<file path="src/verilog/sys_config_consts.vh">
`ifndef SYS_CONFIG_CONSTS_VH
`define SYS_CONFIG_CONSTS_VH
// Strap positions in the sampled pins: data bus bits, then the clock and breakpoint straps
`define STRAP_BOOT_WIDTH   0
`define STRAP_CS_LOW       1
`define STRAP_CS_MID       2
`define STRAP_ADDR_FIRST   3
`define STRAP_ADDR_LAST    7
`define STRAP_PORT_E       8
`define STRAP_PORT_F       9
`define STRAP_TEST         11
`define STRAP_CLOCK        16
`define STRAP_BREAK        17
// Register block placement
`define BLOCK_UPPER_LOW    12'h07ff
`define BLOCK_UPPER_HIGH   12'h0fff
`define BLOCK_OFFSET_BITS  12
// Arbitration identifiers
`define ARB_ID_OWN_RESET   4'hf
`define ARB_ID_MOD_RESET   4'h0
`define ARB_ID_WIDTH       4
`endif

</file>
<file path="src/verilog/arb_contend.v">
`timescale 1ns/1ps
`default_nettype none
// Serial bitwise contention: bit-serial, MSB first, an entrant that drives
// a 0 while the wired bus shows a 1 drops out.
module arb_contend
#(
   parameter N = 4
)
(
   input  wire         i_clk,
   input  wire         i_reset_n,
   input  wire         i_start,
   input  wire [N-1:0] i_req,
   input  wire [4*N-1:0] i_ids,
   output reg          o_done,
   output reg  [N-1:0] o_winner,
   output reg  [3:0]   o_win_id
);
   reg [N-1:0] alive_q;
   reg [1:0]   bit_q;
   reg         busy_q;
   reg         line;
   reg [N-1:0] alive_d;
   integer     k;

   always @*
   begin
      line = 1'b0;
      for (k = 0; k < N; k = k + 1)
         line = line | (alive_q[k] & i_ids[4*k+bit_q]);
      alive_d = alive_q;
      for (k = 0; k < N; k = k + 1)
         if (line && !i_ids[4*k+bit_q])
            alive_d[k] = 1'b0;
   end

   always @(posedge i_clk or negedge i_reset_n)
   begin
      if (!i_reset_n)
      begin
         alive_q  <= {N{1'b0}};
         bit_q    <= 2'd3;
         busy_q   <= 1'b0;
         o_done   <= 1'b0;
         o_winner <= {N{1'b0}};
         o_win_id <= 4'h0;
      end
      else
      begin
         o_done <= 1'b0;
         if (i_start)
         begin
            alive_q <= i_req;
            bit_q   <= 2'd3;
            busy_q  <= 1'b1;
         end
         else if (busy_q)
         begin
            alive_q           <= alive_d;
            o_win_id[bit_q]   <= line;
            bit_q             <= bit_q - 2'd1;
            if (bit_q == 2'd0)
            begin
               busy_q   <= 1'b0;
               o_done   <= 1'b1;
               o_winner <= alive_d;
            end
         end
      end
   end
endmodule
`default_nettype wire

</file>
<file path="src/verilog/reset_config.v">
`include "sys_config_consts.vh"
//
// Operation
// - Data pin 0 high at reset gives 16-bit boot select, low 8-bit.
// - Pin 1 picks selects 0-2 or arbitration; pin 2 selects 3-5 or codes.
// - The highest low pin of 3..7 swaps upper selects for address 19 up to its own line (19..23).
// - Clock mode pin high picks synthesizer, low picks external reference.
// - Breakpoint pin high at reset disables background debug, low enables.
// - Other modules' pins start in their port function after reset.
// - All port direction registers clear to input after reset.
// - All module control registers decode inside one 4-Kbyte block.
// - Mapping bit 0 places the block at 7FF000 through 7FFFFF.
// - Mapping bit 1 places the block at FFF000 through FFFFFF.
// - Unused block addresses go external; reserved sub-blocks never do.
// - Some internal registers are reachable only from supervisor space.
// - Each requesting module holds an ID; equal priorities contend bitwise.
// - Contention runs on every acknowledge, even with one request.
// - Only non-zero ID wins service; ID zero gives spurious exception.
// - Integration unit contends with its own ID for external requests.
// - On reset own ID is 1111 and all module IDs are 0000.
// - Read-only flag is set when the test strap is sampled low.
//
`timescale 1ns/1ps
`default_nettype none
module reset_config
#(
   parameter NMOD = 3
)
(
   input  wire              i_clk,
   input  wire              i_reset_n,
   input  wire [15:0]       i_data_pins,
   input  wire              i_clock_source_strap,
   input  wire              i_breakpoint_pin,
   input  wire              i_block_map_select,
   input  wire [3:0]        i_own_id_wr_data,
   input  wire              i_own_id_wr,
   input  wire [4*NMOD-1:0] i_mod_id_wr_data,
   input  wire [NMOD-1:0]   i_mod_id_wr,
   input  wire              i_acc_valid,
   input  wire [23:0]       i_acc_addr,
   input  wire              i_acc_super,
   input  wire              i_acc_reserved,
   input  wire              i_acc_mapped,
   input  wire              i_acc_protected,
   input  wire              i_iack,
   input  wire              i_ext_irq,
   input  wire [NMOD-1:0]   i_mod_irq,
   output reg               o_boot_chip_select_16,
   output reg  [2:0]        o_cs_low_enable,
   output reg  [2:0]        o_cs_mid_enable,
   output reg  [4:0]        o_addr_hi_enable,
   output reg               o_gp_port_e,
   output reg               o_gp_port_f,
   output reg               o_slave_test_flag,
   output reg               o_clock_from_synth,
   output reg               o_bdm_enable,
   output reg               o_module_pin_func,
   output reg               o_port_dir_out,
   output reg               o_acc_internal,
   output reg               o_acc_external,
   output reg               o_acc_fault,
   output reg  [3:0]        o_arbitration_id,
   output reg               o_iack_done,
   output reg               o_iack_ext,
   output reg  [NMOD-1:0]   o_iack_mod,
   output reg               o_spurious
);
   // -------------------------------------------------------------------
   // Strap sampling
   // -------------------------------------------------------------------
   // Straps count only while reset is held, so the sampling chain and the
   // strap latch carry no reset: an asynchronous reset would pin them to a
   // constant in exactly the cycles in which the pins matter. The latch
   // follows agreeing stages and freezes at the third edge after release,
   // before the core starts to drive the shared data pins.
   reg [17:0] s1_q;
   reg [17:0] s2_q;
   reg [17:0] s3_q;
   reg [17:0] strap_q;
   reg        rst1_q;
   reg        rst2_q;
   reg        run_q;
   wire [17:0] pins = {i_breakpoint_pin, i_clock_source_strap, i_data_pins};

   // Pins are asynchronous to i_clk: three flops, the first read only once
   always @(posedge i_clk)
   begin
      s1_q <= pins;
      s2_q <= s1_q;
      s3_q <= s2_q;
   end

   // Release stages: run_q rises at the third edge after reset goes high
   always @(posedge i_clk or negedge i_reset_n)
   begin
      if (!i_reset_n)
      begin
         rst1_q <= 1'b0;
         rst2_q <= 1'b0;
         run_q  <= 1'b0;
      end
      else
      begin
         rst1_q <= 1'b1;
         rst2_q <= rst1_q;
         run_q  <= rst2_q;
      end
   end

   // A pin still settling is never taken: stages two and three must agree
   always @(posedge i_clk)
   begin
      if (!run_q && (s2_q == s3_q))
         strap_q <= s3_q;
   end

   // -------------------------------------------------------------------
   // Pin configuration
   // -------------------------------------------------------------------
   function [4:0] addr_mask;
      input [4:0] low_pins;
      integer j;
      reg     on;
      begin
         on = 1'b0;
         addr_mask = 5'h0;
         for (j = 4; j >= 0; j = j - 1)
         begin
            on = on | low_pins[j];
            addr_mask[j] = on;
         end
      end
   endfunction

   always @(posedge i_clk or negedge i_reset_n)
   begin
      if (!i_reset_n)
      begin
         o_boot_chip_select_16 <= 1'b1;
         o_cs_low_enable       <= 3'h7;
         o_cs_mid_enable       <= 3'h7;
         o_addr_hi_enable      <= 5'h0;
         o_gp_port_e           <= 1'b0;
         o_gp_port_f           <= 1'b0;
         o_slave_test_flag     <= 1'b0;
      end
      else
      begin
         o_boot_chip_select_16 <= strap_q[`STRAP_BOOT_WIDTH];
         o_cs_low_enable <= {3{strap_q[`STRAP_CS_LOW]}};
         o_cs_mid_enable <= {3{strap_q[`STRAP_CS_MID]}};
         // Pin 7 low implies all five lines, pin 3 low only line 19
         o_addr_hi_enable <= addr_mask(
            ~strap_q[`STRAP_ADDR_LAST:`STRAP_ADDR_FIRST]);
         o_gp_port_e <= ~strap_q[`STRAP_PORT_E];
         o_gp_port_f <= ~strap_q[`STRAP_PORT_F];
         o_slave_test_flag <= ~strap_q[`STRAP_TEST];
      end
   end

   // -------------------------------------------------------------------
   // Clock, debug and module pin defaults
   // -------------------------------------------------------------------
   // Module pins leave reset as port inputs; clock and debug choices stay
   // fixed by the straps until the next reset, whatever the core writes.
   always @(posedge i_clk or negedge i_reset_n)
   begin
      if (!i_reset_n)
      begin
         o_clock_from_synth    <= 1'b1;
         o_bdm_enable          <= 1'b0;
         o_module_pin_func     <= 1'b0;
         o_port_dir_out        <= 1'b0;
      end
      else
      begin
         o_clock_from_synth <= strap_q[`STRAP_CLOCK];
         o_bdm_enable <= ~strap_q[`STRAP_BREAK];
         o_module_pin_func <= 1'b0;
         o_port_dir_out <= 1'b0;
      end
   end

   // -------------------------------------------------------------------
   // Register block decode
   // -------------------------------------------------------------------
   // Upper address bits of the block: the mapping bit, then all ones
   function block_hit;
      input [11:0] upper_bits;
      input        map_high;
      begin
         if (map_high)
            block_hit = (upper_bits == `BLOCK_UPPER_HIGH);
         else
            block_hit = (upper_bits == `BLOCK_UPPER_LOW);
      end
   endfunction

   wire [11:0] upper    = i_acc_addr[23:`BLOCK_OFFSET_BITS];
   // One 4-Kbyte window holds the registers of every module
   wire        in_block = block_hit(upper, i_block_map_select);
   // Reserved sub-blocks fault rather than go out, so that no external
   // device can answer for a register that does not exist.

   always @(posedge i_clk or negedge i_reset_n)
   begin
      if (!i_reset_n)
      begin
         o_acc_internal <= 1'b0;
         o_acc_external <= 1'b0;
         o_acc_fault    <= 1'b0;
      end
      else
      begin
         o_acc_internal <= 1'b0;
         o_acc_external <= 1'b0;
         o_acc_fault    <= 1'b0;
         if (!i_acc_valid)
            o_acc_internal <= 1'b0;
         else if (!in_block)
            o_acc_external <= 1'b1;
         else if (i_acc_reserved)
            o_acc_fault <= 1'b1;
         else if (!i_acc_mapped)
            o_acc_external <= 1'b1;
         else if (i_acc_protected && !i_acc_super)
            o_acc_fault <= 1'b1;
         else
            o_acc_internal <= 1'b1;
      end
   end

   // -------------------------------------------------------------------
   // Interrupt arbitration
   // -------------------------------------------------------------------
   reg [4*NMOD-1:0] mod_id_q;
   integer m;

   always @(posedge i_clk or negedge i_reset_n)
   begin
      if (!i_reset_n)
      begin
         o_arbitration_id <= `ARB_ID_OWN_RESET;
         mod_id_q <= {NMOD{`ARB_ID_MOD_RESET}};
      end
      else
      begin
         if (i_own_id_wr)
            o_arbitration_id <= i_own_id_wr_data;
         for (m = 0; m < NMOD; m = m + 1)
            if (i_mod_id_wr[m])
               mod_id_q[4*m +: 4] <= i_mod_id_wr_data[4*m +: 4];
      end
   end

   wire [NMOD:0]     winner;
   wire              arb_done;
   wire [3:0]        win_id;

   // Own entry sits at index NMOD and stands in for external requests
   // A new acknowledge restarts contention; the result follows five edges on
   arb_contend #(.N(NMOD+1)) u_arb
   (
      .i_clk     (i_clk),
      .i_reset_n (i_reset_n),
      .i_start   (i_iack),
      .i_req     ({i_ext_irq, i_mod_irq}),
      .i_ids     ({o_arbitration_id, mod_id_q}),
      .o_done    (arb_done),
      .o_winner  (winner),
      .o_win_id  (win_id)
   );

   // Entrants that share the winning ID all stay set: no tie is broken here
   always @(posedge i_clk or negedge i_reset_n)
   begin
      if (!i_reset_n)
      begin
         o_iack_done <= 1'b0;
         o_iack_ext  <= 1'b0;
         o_iack_mod  <= {NMOD{1'b0}};
         o_spurious  <= 1'b0;
      end
      else
      begin
         o_iack_done <= arb_done;
         o_iack_ext  <= 1'b0;
         o_iack_mod  <= {NMOD{1'b0}};
         o_spurious  <= 1'b0;
         if (arb_done)
         begin
            if (win_id == 4'h0)
               o_spurious <= 1'b1;
            else
            begin
               o_iack_ext <= winner[NMOD];
               o_iack_mod <= winner[NMOD-1:0];
            end
         end
      end
   end
endmodule
`default_nettype wire

</file>
<file path="config.mk">
export PLATFORM = sky130hd
export DESIGN_NAME = reset_config
export DESIGN_NICKNAME = d
export VERILOG_FILES = /design/src/verilog/arb_contend.v /design/src/verilog/reset_config.v
export VERILOG_INCLUDE_DIRS = /design/src /design/src/verilog
export SDC_FILE = /design/constraint.sdc
export NUM_CORES = 1
export LEC_CHECK = 0
export ABC_CLOCK_PERIOD_IN_PS = 3250
export BUFFER_PORTS_ARGS = -buffer_cell sky130_fd_sc_hd__buf_2
export CORE_ASPECT_RATIO = 1.1
export CORE_MARGIN = 2
export CORE_UTILIZATION = 40
export DETAILED_ROUTE_END_ITERATION = 10
export SLEW_MARGIN = 20
export SYNTH_ARGS = -nofsm -noshare
export SYNTH_HDL_FRONTEND = slang
export SYNTH_SLANG_ARGS = --single-unit
</file>
<file path="constraint.sdc">
create_clock -name i_clk -period 3.25 [get_ports i_clk]
set_clock_uncertainty 0.2 [all_clocks]
set_input_delay 0.1625 -clock i_clk [delete_from_list [all_inputs] [get_ports i_clk]]
set_output_delay 0.1625 -clock i_clk [all_outputs]
set_load 0.005 [all_outputs]
</file>
Yosys cells after proc, flatten, opt, wreduce, memory -nomap -nowiden
Index checks and enable logic that the tools add are counted.
- $lt $le $gt $ge: 6
- equality and inequality tests: 3
- $add $sub $neg: 4
- bitwise logic cells: 17
- reduce and logical (&&, ||, !) cells: 18
- mux-type cells: 46
- operator list (kind ; count):
    32-bit by 5-bit less-than comparator with 1-bit output, second input constant ; 3
    1-bit two-way mux ; 34
    18-bit equality test ; 1
    1-bit binary-select mux with 4-bit select ; 3
    12-bit by 11-bit equality test with 1-bit output, second input constant ; 1
    12-bit equality test, second input constant ; 1
    4-bit by 2-bit adder with 5-bit output, first input constant ; 2
    4-bit two-way mux ; 2
    1-bit logical AND ; 7
    1-bit OR ; 7
    1-bit zero test ; 6
    3-bit two-way mux ; 2
    2-bit by 5-bit less-than comparator with 1-bit output, second input constant ; 1
    1-bit NOT ; 5
    5-bit NOT ; 1
    3-bit by 2-bit adder with 4-bit output, first input constant ; 1
    1-bit bitwise AND ; 4
    4-bit bitwise mux ; 1
    4-bit zero test ; 1
    2-bit two-way mux ; 2
    2-bit by 3-bit less-than comparator with 1-bit output, second input constant ; 1
    3-bit AND reduction ; 1
    1-bit binary-select mux with 2-bit select ; 1
    1-bit demux with 2-bit select ; 1
    other kinds (5) ; 5
- register bits: 129
- logic and storage cells: 127
- output and inout port bits: 32
- input bits: 75

Longest topological paths before layout
- depth after elaboration: 11
- mapped depth: 7
- gate-level depth less buffers: 6

Modules after synthesis
Synthesis repeated with hierarchy kept, for this count alone.
- cell total of the unflattened synthesis: 287
- area total of the unflattened synthesis: 4106.4 um^2
- modules (own cells, without submodules) (module ; instances ; cells each ; area each (um^2) ; seq. area each (um^2)):
    reset_config ; 1 ; 185 ; 3119.2 ; 2507.4
    arb_contend ; 1 ; 102 ; 987.2 ; 402.9

Worst setup path after synthesis
Ideal clock, no wire load.
- kind: reg-to-reg
- start point: register s3_q[5]
- end point: register strap_q[0], enable pin
- setup time: 0.417 ns
- clock period less this slack: 2.730 ns
- path buffers: 0
- arrival: 2.113 ns
- cell stages (with the launch flop): 5
- required time: 2.633 ns
- slack: 0.520 ns
- cells stage by stage: dfxtp_1 > xor2_1 > nor4_1 > nand4_1 > nor4_1
- cells in the longest elaborated chain, start to end: 2
- ends and longest elaborated chain (what ; RTL line ; source):
    start, declared ; reset_config.v:79 ; reg [17:0] s3_q;
    start signal, assigned ; reset_config.v:91 ; s3_q <= s2_q;
    18-bit equality test ; reset_config.v:114 ; if (!run_q && (s2_q == s3_q))
    1-bit logical AND ; reset_config.v:114 ;
    end signal, assigned ; reset_config.v:115 ; strap_q <= s3_q;
    end, declared ; reset_config.v:80 ; reg [17:0] strap_q;
No other way between the ends.
A chain may end at the register's enable or synchronous reset.

Worst setup path after layout
- start point: register u_arb.bit_q[0]
- end point: register u_arb.alive_q[3]
- cells in the longest elaborated chain, start to end: 11
- elaborated cells between the ends (all ways): 23
- those cells by class: 3 x add/sub; 11 x mux; 7 x bitwise; 2 x reduce/logical
- ends and longest elaborated chain (what ; RTL line ; source):
    start, declared ; arb_contend.v:20 ; reg [1:0] bit_q;
    start signal, assigned ; arb_contend.v:61 ; bit_q <= bit_q - 2'd1;
    3-bit by 2-bit adder with 4-bit output ; arb_contend.v:30 ; line = line | (alive_q[k] & i_ids[4*k+bit_q]);
    1-bit binary-select mux with 4-bit select ; arb_contend.v:30 ;
    1-bit two-way mux (not written as such) ; arb_contend.v:30 ;
    1-bit bitwise AND ; arb_contend.v:30 ;
    1-bit OR (3 in a row) ; arb_contend.v:30 ;
    1-bit logical AND (*) ; arb_contend.v:33 ; if (line && !i_ids[4*k+bit_q])
    1-bit two-way mux (*) ; arb_contend.v:33 ;
    4-bit two-way mux (*) ; arb_contend.v:57 ; else if (busy_q)
    4-bit two-way mux (*) ; arb_contend.v:51 ; if (i_start)
    end signal, assigned ; arb_contend.v:41 ; alive_q <= {N{1'b0}};
    end signal, assigned ; arb_contend.v:53 ; alive_q <= i_req;
    end signal, assigned ; arb_contend.v:59 ; alive_q <= alive_d;
    end, declared ; arb_contend.v:19 ; reg [N-1:0] alive_q;
Every way passes the cells marked *; elsewhere a longest branch is shown, timed or not. The select of a mux whose other input is x is not followed.

==> run_results.csv <==
group,metric,value,unit
power,powerDensity,673.7,nW/um^2
final_layout,antenna_cells,0,
clocking,htree_levels,4,
worst_hold_path,holdCritPathClass,"input port to async pin",
placement,hpwl,4.722,mm
global_routing,first_global_vias,2774,
sta,fin_crit_sh,0.8589,
global_routing,antenna_found_initial,0,
placement,numPlacedInstances,492,
placement,place_congestion,0.8261,
critical_path,worstPathMaxFanout,12,
clocking,cts_tree,"yes",
clocking,cts.sink_count,124,
detailed_routing,routed_via_density,4.488,
critical_path,crit_path_end_kind,"register",
detailed_routing,dr_total_vias,2639,
final_layout,fin_cells,588,
critical_path,required,3.49,ns
final_layout,area_delta_synth_final,43.59,%
placement,io_buffer_count,92,
sta,relSlewSlack,0.5155,
critical_path,worst_setup_path_start_kind,"register",
clocking,numCtsBuffers,17,
sta,rsz0062_at_grt,"false",
clocking,post_cts_resized,0,
die,dieHeight,109.9,microns
sta,min_period,2.791,ns
sta,hold_viol,0,
final_layout,drive_gt1_frac,0.3355,
synth,yosys_warnings,0,
detailed_routing,dr.pass1.iters,4,
critical_path,critical_path_class,"register to register",
critical_path,crit_path_cell_trace,"mux2i_1, o22ai_2, nor4_4, a311o_1, dlygate4sd3_1",
flow_run,drv_cap,0,
final_layout,nets,536,
synth,avgSynthCellArea,14.22,sq um
sta,setup_viol_count_final,0,
synth,postSynthCellCount,287,
detailed_routing,first_iter_violations,51,
power,power_frac_clock,0.434,
critical_path,critPathBufInv,1,
synth,ys.flop_type,"dfxtp_1",
die,die_w,100.3,microns
global_routing,grt_max_degree,34,
critical_path,slowest_delay,0.76,ns
critical_path,crit_path_top_delay_cell,"dfstp_2",
outcome,status,"finished clean",
die,ioPinCount,107,
power,power.leakage,2.676,nW
power,p_int,3.002,mW
die,die_area,11030,sq um
clocking,clock-root-buffer,"clkbuf_8",
die,core,9889,sq um
synth,yosysUniqueCellTypes,34,
final_layout,n_fill_cell,827,
critical_path,worstPathArrival,3.03,ns
global_routing,overflow,0,
synth,ys_ff_latch,124,
detailed_routing,wl,7.484,mm
clocking,cts.path.max_buffers,2,
synth,synth_edf_count,13,
power,switching_share,0.2398,
global_routing,grtUsageTotal,0.1517,
critical_path,path_delay_family,"flip-flops",
power,peakVddDrop,561.6,uV
sta,tightest_slew,0.7267,ns
clocking,clkLatencyLatePin,0.50,ns
detailed_routing,antenna_left,0,
detailed_routing,drc,0,
sta,drv_slew,0,
die,fp-row-count,38,
sta,max_freq,358.2,MHz
power,power.net_switching,0.9467,mW
detailed_routing,wl_per_cell,12.73,microns
synth,netlist_area,4081,sq um
synth,ys_seq_area_frac,0.7131,
die,initial_core_util,0.4127,
synth,ys_async_sr_fraction,0.4597,
clocking,clkTransAtPathRegs,0.06,ns
power,p_comb_frac,0.112,
sta,fin_setup_tns,0,ns
power,seq_power_share,0.454,
global_routing,grt_pass1_wl,12.45,mm
## layer usage
layer	wire length, microns	vias up	track usage
met5	0	-	0
met4	150	0	0.07632
met3	333	15	0.04959
met2	4073	57	0.2747
met1	2926	1248	0.1568
li1	-	1319	-
## final cells by class
class,instances,area (sq um),area share
Clock buffer,18,439.2,0.07494
Clock inverter,12,112.6,0.01921
Inverter,15,56.30,0.009607
Multi-Input combinational cell,139,1056,0.1802
Sequential cell,124,2910,0.4966
Tap cell,120,150.1,0.02562
Timing Repair Buffer,160,1136,0.1939
## flip-flops by register name, indices dropped and copies added (netlist names), 2 cells and up
| name | count |
|---|---|
| u_arb.alive_q | 4 |
| s3_q | 18 |
| u_arb.o_win_id | 4 |
| mod_id_q | 12 |
| o_arbitration_id | 4 |
| o_iack_mod | 3 |
| s1_q | 18 |
| o_addr_hi_enable | 5 |
| strap_q | 13 |
| s2_q | 18 |
| u_arb.bit_q | 2 |
| u_arb.o_winner | 4 |
## kinds of logic after synthesis
kind of cell / count (synthesis) / synth area share
DFF: 124 / 0.7131
xor gates and xnor gates: 20 / 0.04292
buffers and inverters: 25 / 0.03065
muxes: 24 / 0.06376
other: 2 / 0.001840
adders and majority gates: 4 / 0.01226
and+or+nand+nor: 57 / 0.08124
AOI/OAI and AO/OA: 31 / 0.05426
## final timing paths
kind	slack, ns	start	end	depth (start not counted)
worst max-delay path	0.46	u_arb.bit_q[0]$_DFFE_PN1P_	u_arb.alive_q[3]$_DFFE_PN0P_	5
worst min-delay path	0.05	i_reset_n	o_iack_done$_DFF_PN0_	2
worst max register to register	0.46	u_arb.bit_q[0]$_DFFE_PN1P_	u_arb.alive_q[3]$_DFFE_PN0P_	5
worst min register to register	0.12	s1_q[1]$_DFF_P_	s2_q[1]$_DFF_P_	0
min in group i_clk	0.09	i_data_pins[15]	s1_q[15]$_DFF_P_	2
max in group asynchronous	1.94	i_reset_n	o_boot_chip_select_16$_DFF_PN1_	3
## per-stage QoR
stage | area, sq um | total power, mW | utilization | hold slack (ns) | worst slack [ns]
finish | 5861 | 3.949 | 0.5926 | 0.05384 | 0.4585
global route | 5861 | 4.160 | 0.5926 | 0.06321 | 0.3141
CTS | 5861 | 3.997 | 0.5926 | 0.06053 | 0.4495
detailed placement | 4648 | 2.188 | 0.4700 | 0.06607 | 0.9382
global placement | 4648 | 2.176 | 0.4700 | 0.06451 | 0.9573
floorplan | 4085 | 2.061 | - | -0.3331 | 0.5197
## cells in the mapped netlist (2+ instances only)
| cell | count | share of area |
|---|---|---|
| nand2_1 | 9 | 0.0083 |
| conb_1 | 2 | 0.0018 |
| clkbuf_1 | 2 | 0.0018 |
| ha_1 | 4 | 0.012 |
| nand3_1 | 2 | 0.0025 |
| a31oi_1 | 3 | 0.0046 |
| dfstp_2 | 10 | 0.064 |
| mux2_2 | 16 | 0.044 |
| or4_1 | 4 | 0.0074 |
| edfxtp_1 | 13 | 0.096 |
| inv_1 | 15 | 0.014 |
| o22ai_2 | 4 | 0.012 |
| buf_4 | 6 | 0.011 |
| nand2b_1 | 6 | 0.0092 |
| a21oi_1 | 12 | 0.015 |
| nand4_1 | 4 | 0.0061 |
| o21a_1 | 4 | 0.0074 |
| dfrtp_1 | 47 | 0.29 |
| mux2i_1 | 8 | 0.020 |
| dfxtp_1 | 54 | 0.26 |
| o21ai_0 | 3 | 0.0037 |
| nor2_1 | 9 | 0.0083 |
| nor4_1 | 7 | 0.011 |
| a311o_1 | 4 | 0.0098 |
| and2_1 | 10 | 0.015 |
| nor2b_1 | 3 | 0.0046 |
| xor2_1 | 19 | 0.041 |
## repair_timing
item	4_1_cts	5_1_grt
setup buffers	0	0
hold buffers	66	0
endpoints found under the hold margin	76	0
## cells in the final DEF (no fill, tap or decap), types with 5 or more instances in the layout
| cell | n |
|---|---|
| a21oi_1 | 12 |
| and2_1 | 10 |
| buf_2 | 92 |
| clkbuf_16 | 17 |
| clkinv_4 | 5 |
| dfrtp_1 | 47 |
| dfstp_2 | 10 |
| dfxtp_1 | 54 |
| dlygate4sd3_1 | 66 |
| edfxtp_1 | 13 |
| inv_1 | 15 |
| mux2_2 | 16 |
| mux2i_1 | 8 |
| nand2_1 | 9 |
| nand2b_1 | 6 |
| nor2_1 | 9 |
| nor4_1 | 6 |
| xor2_1 | 19 |
## power by group through the flow
stage / Clock (mW) / Combinational, mW / Sequential (mW)
CTS: 1.76 / 0.445 / 1.79
finish: 1.71 / 0.443 / 1.79
detailed placement: 0 / 0.366 / 1.82
floorplan: 0 / 0.277 / 1.78
global placement: 0 / 0.359 / 1.82
global route: 1.85 / 0.501 / 1.81
No activity file was read; power rests on OpenSTA's default activity.
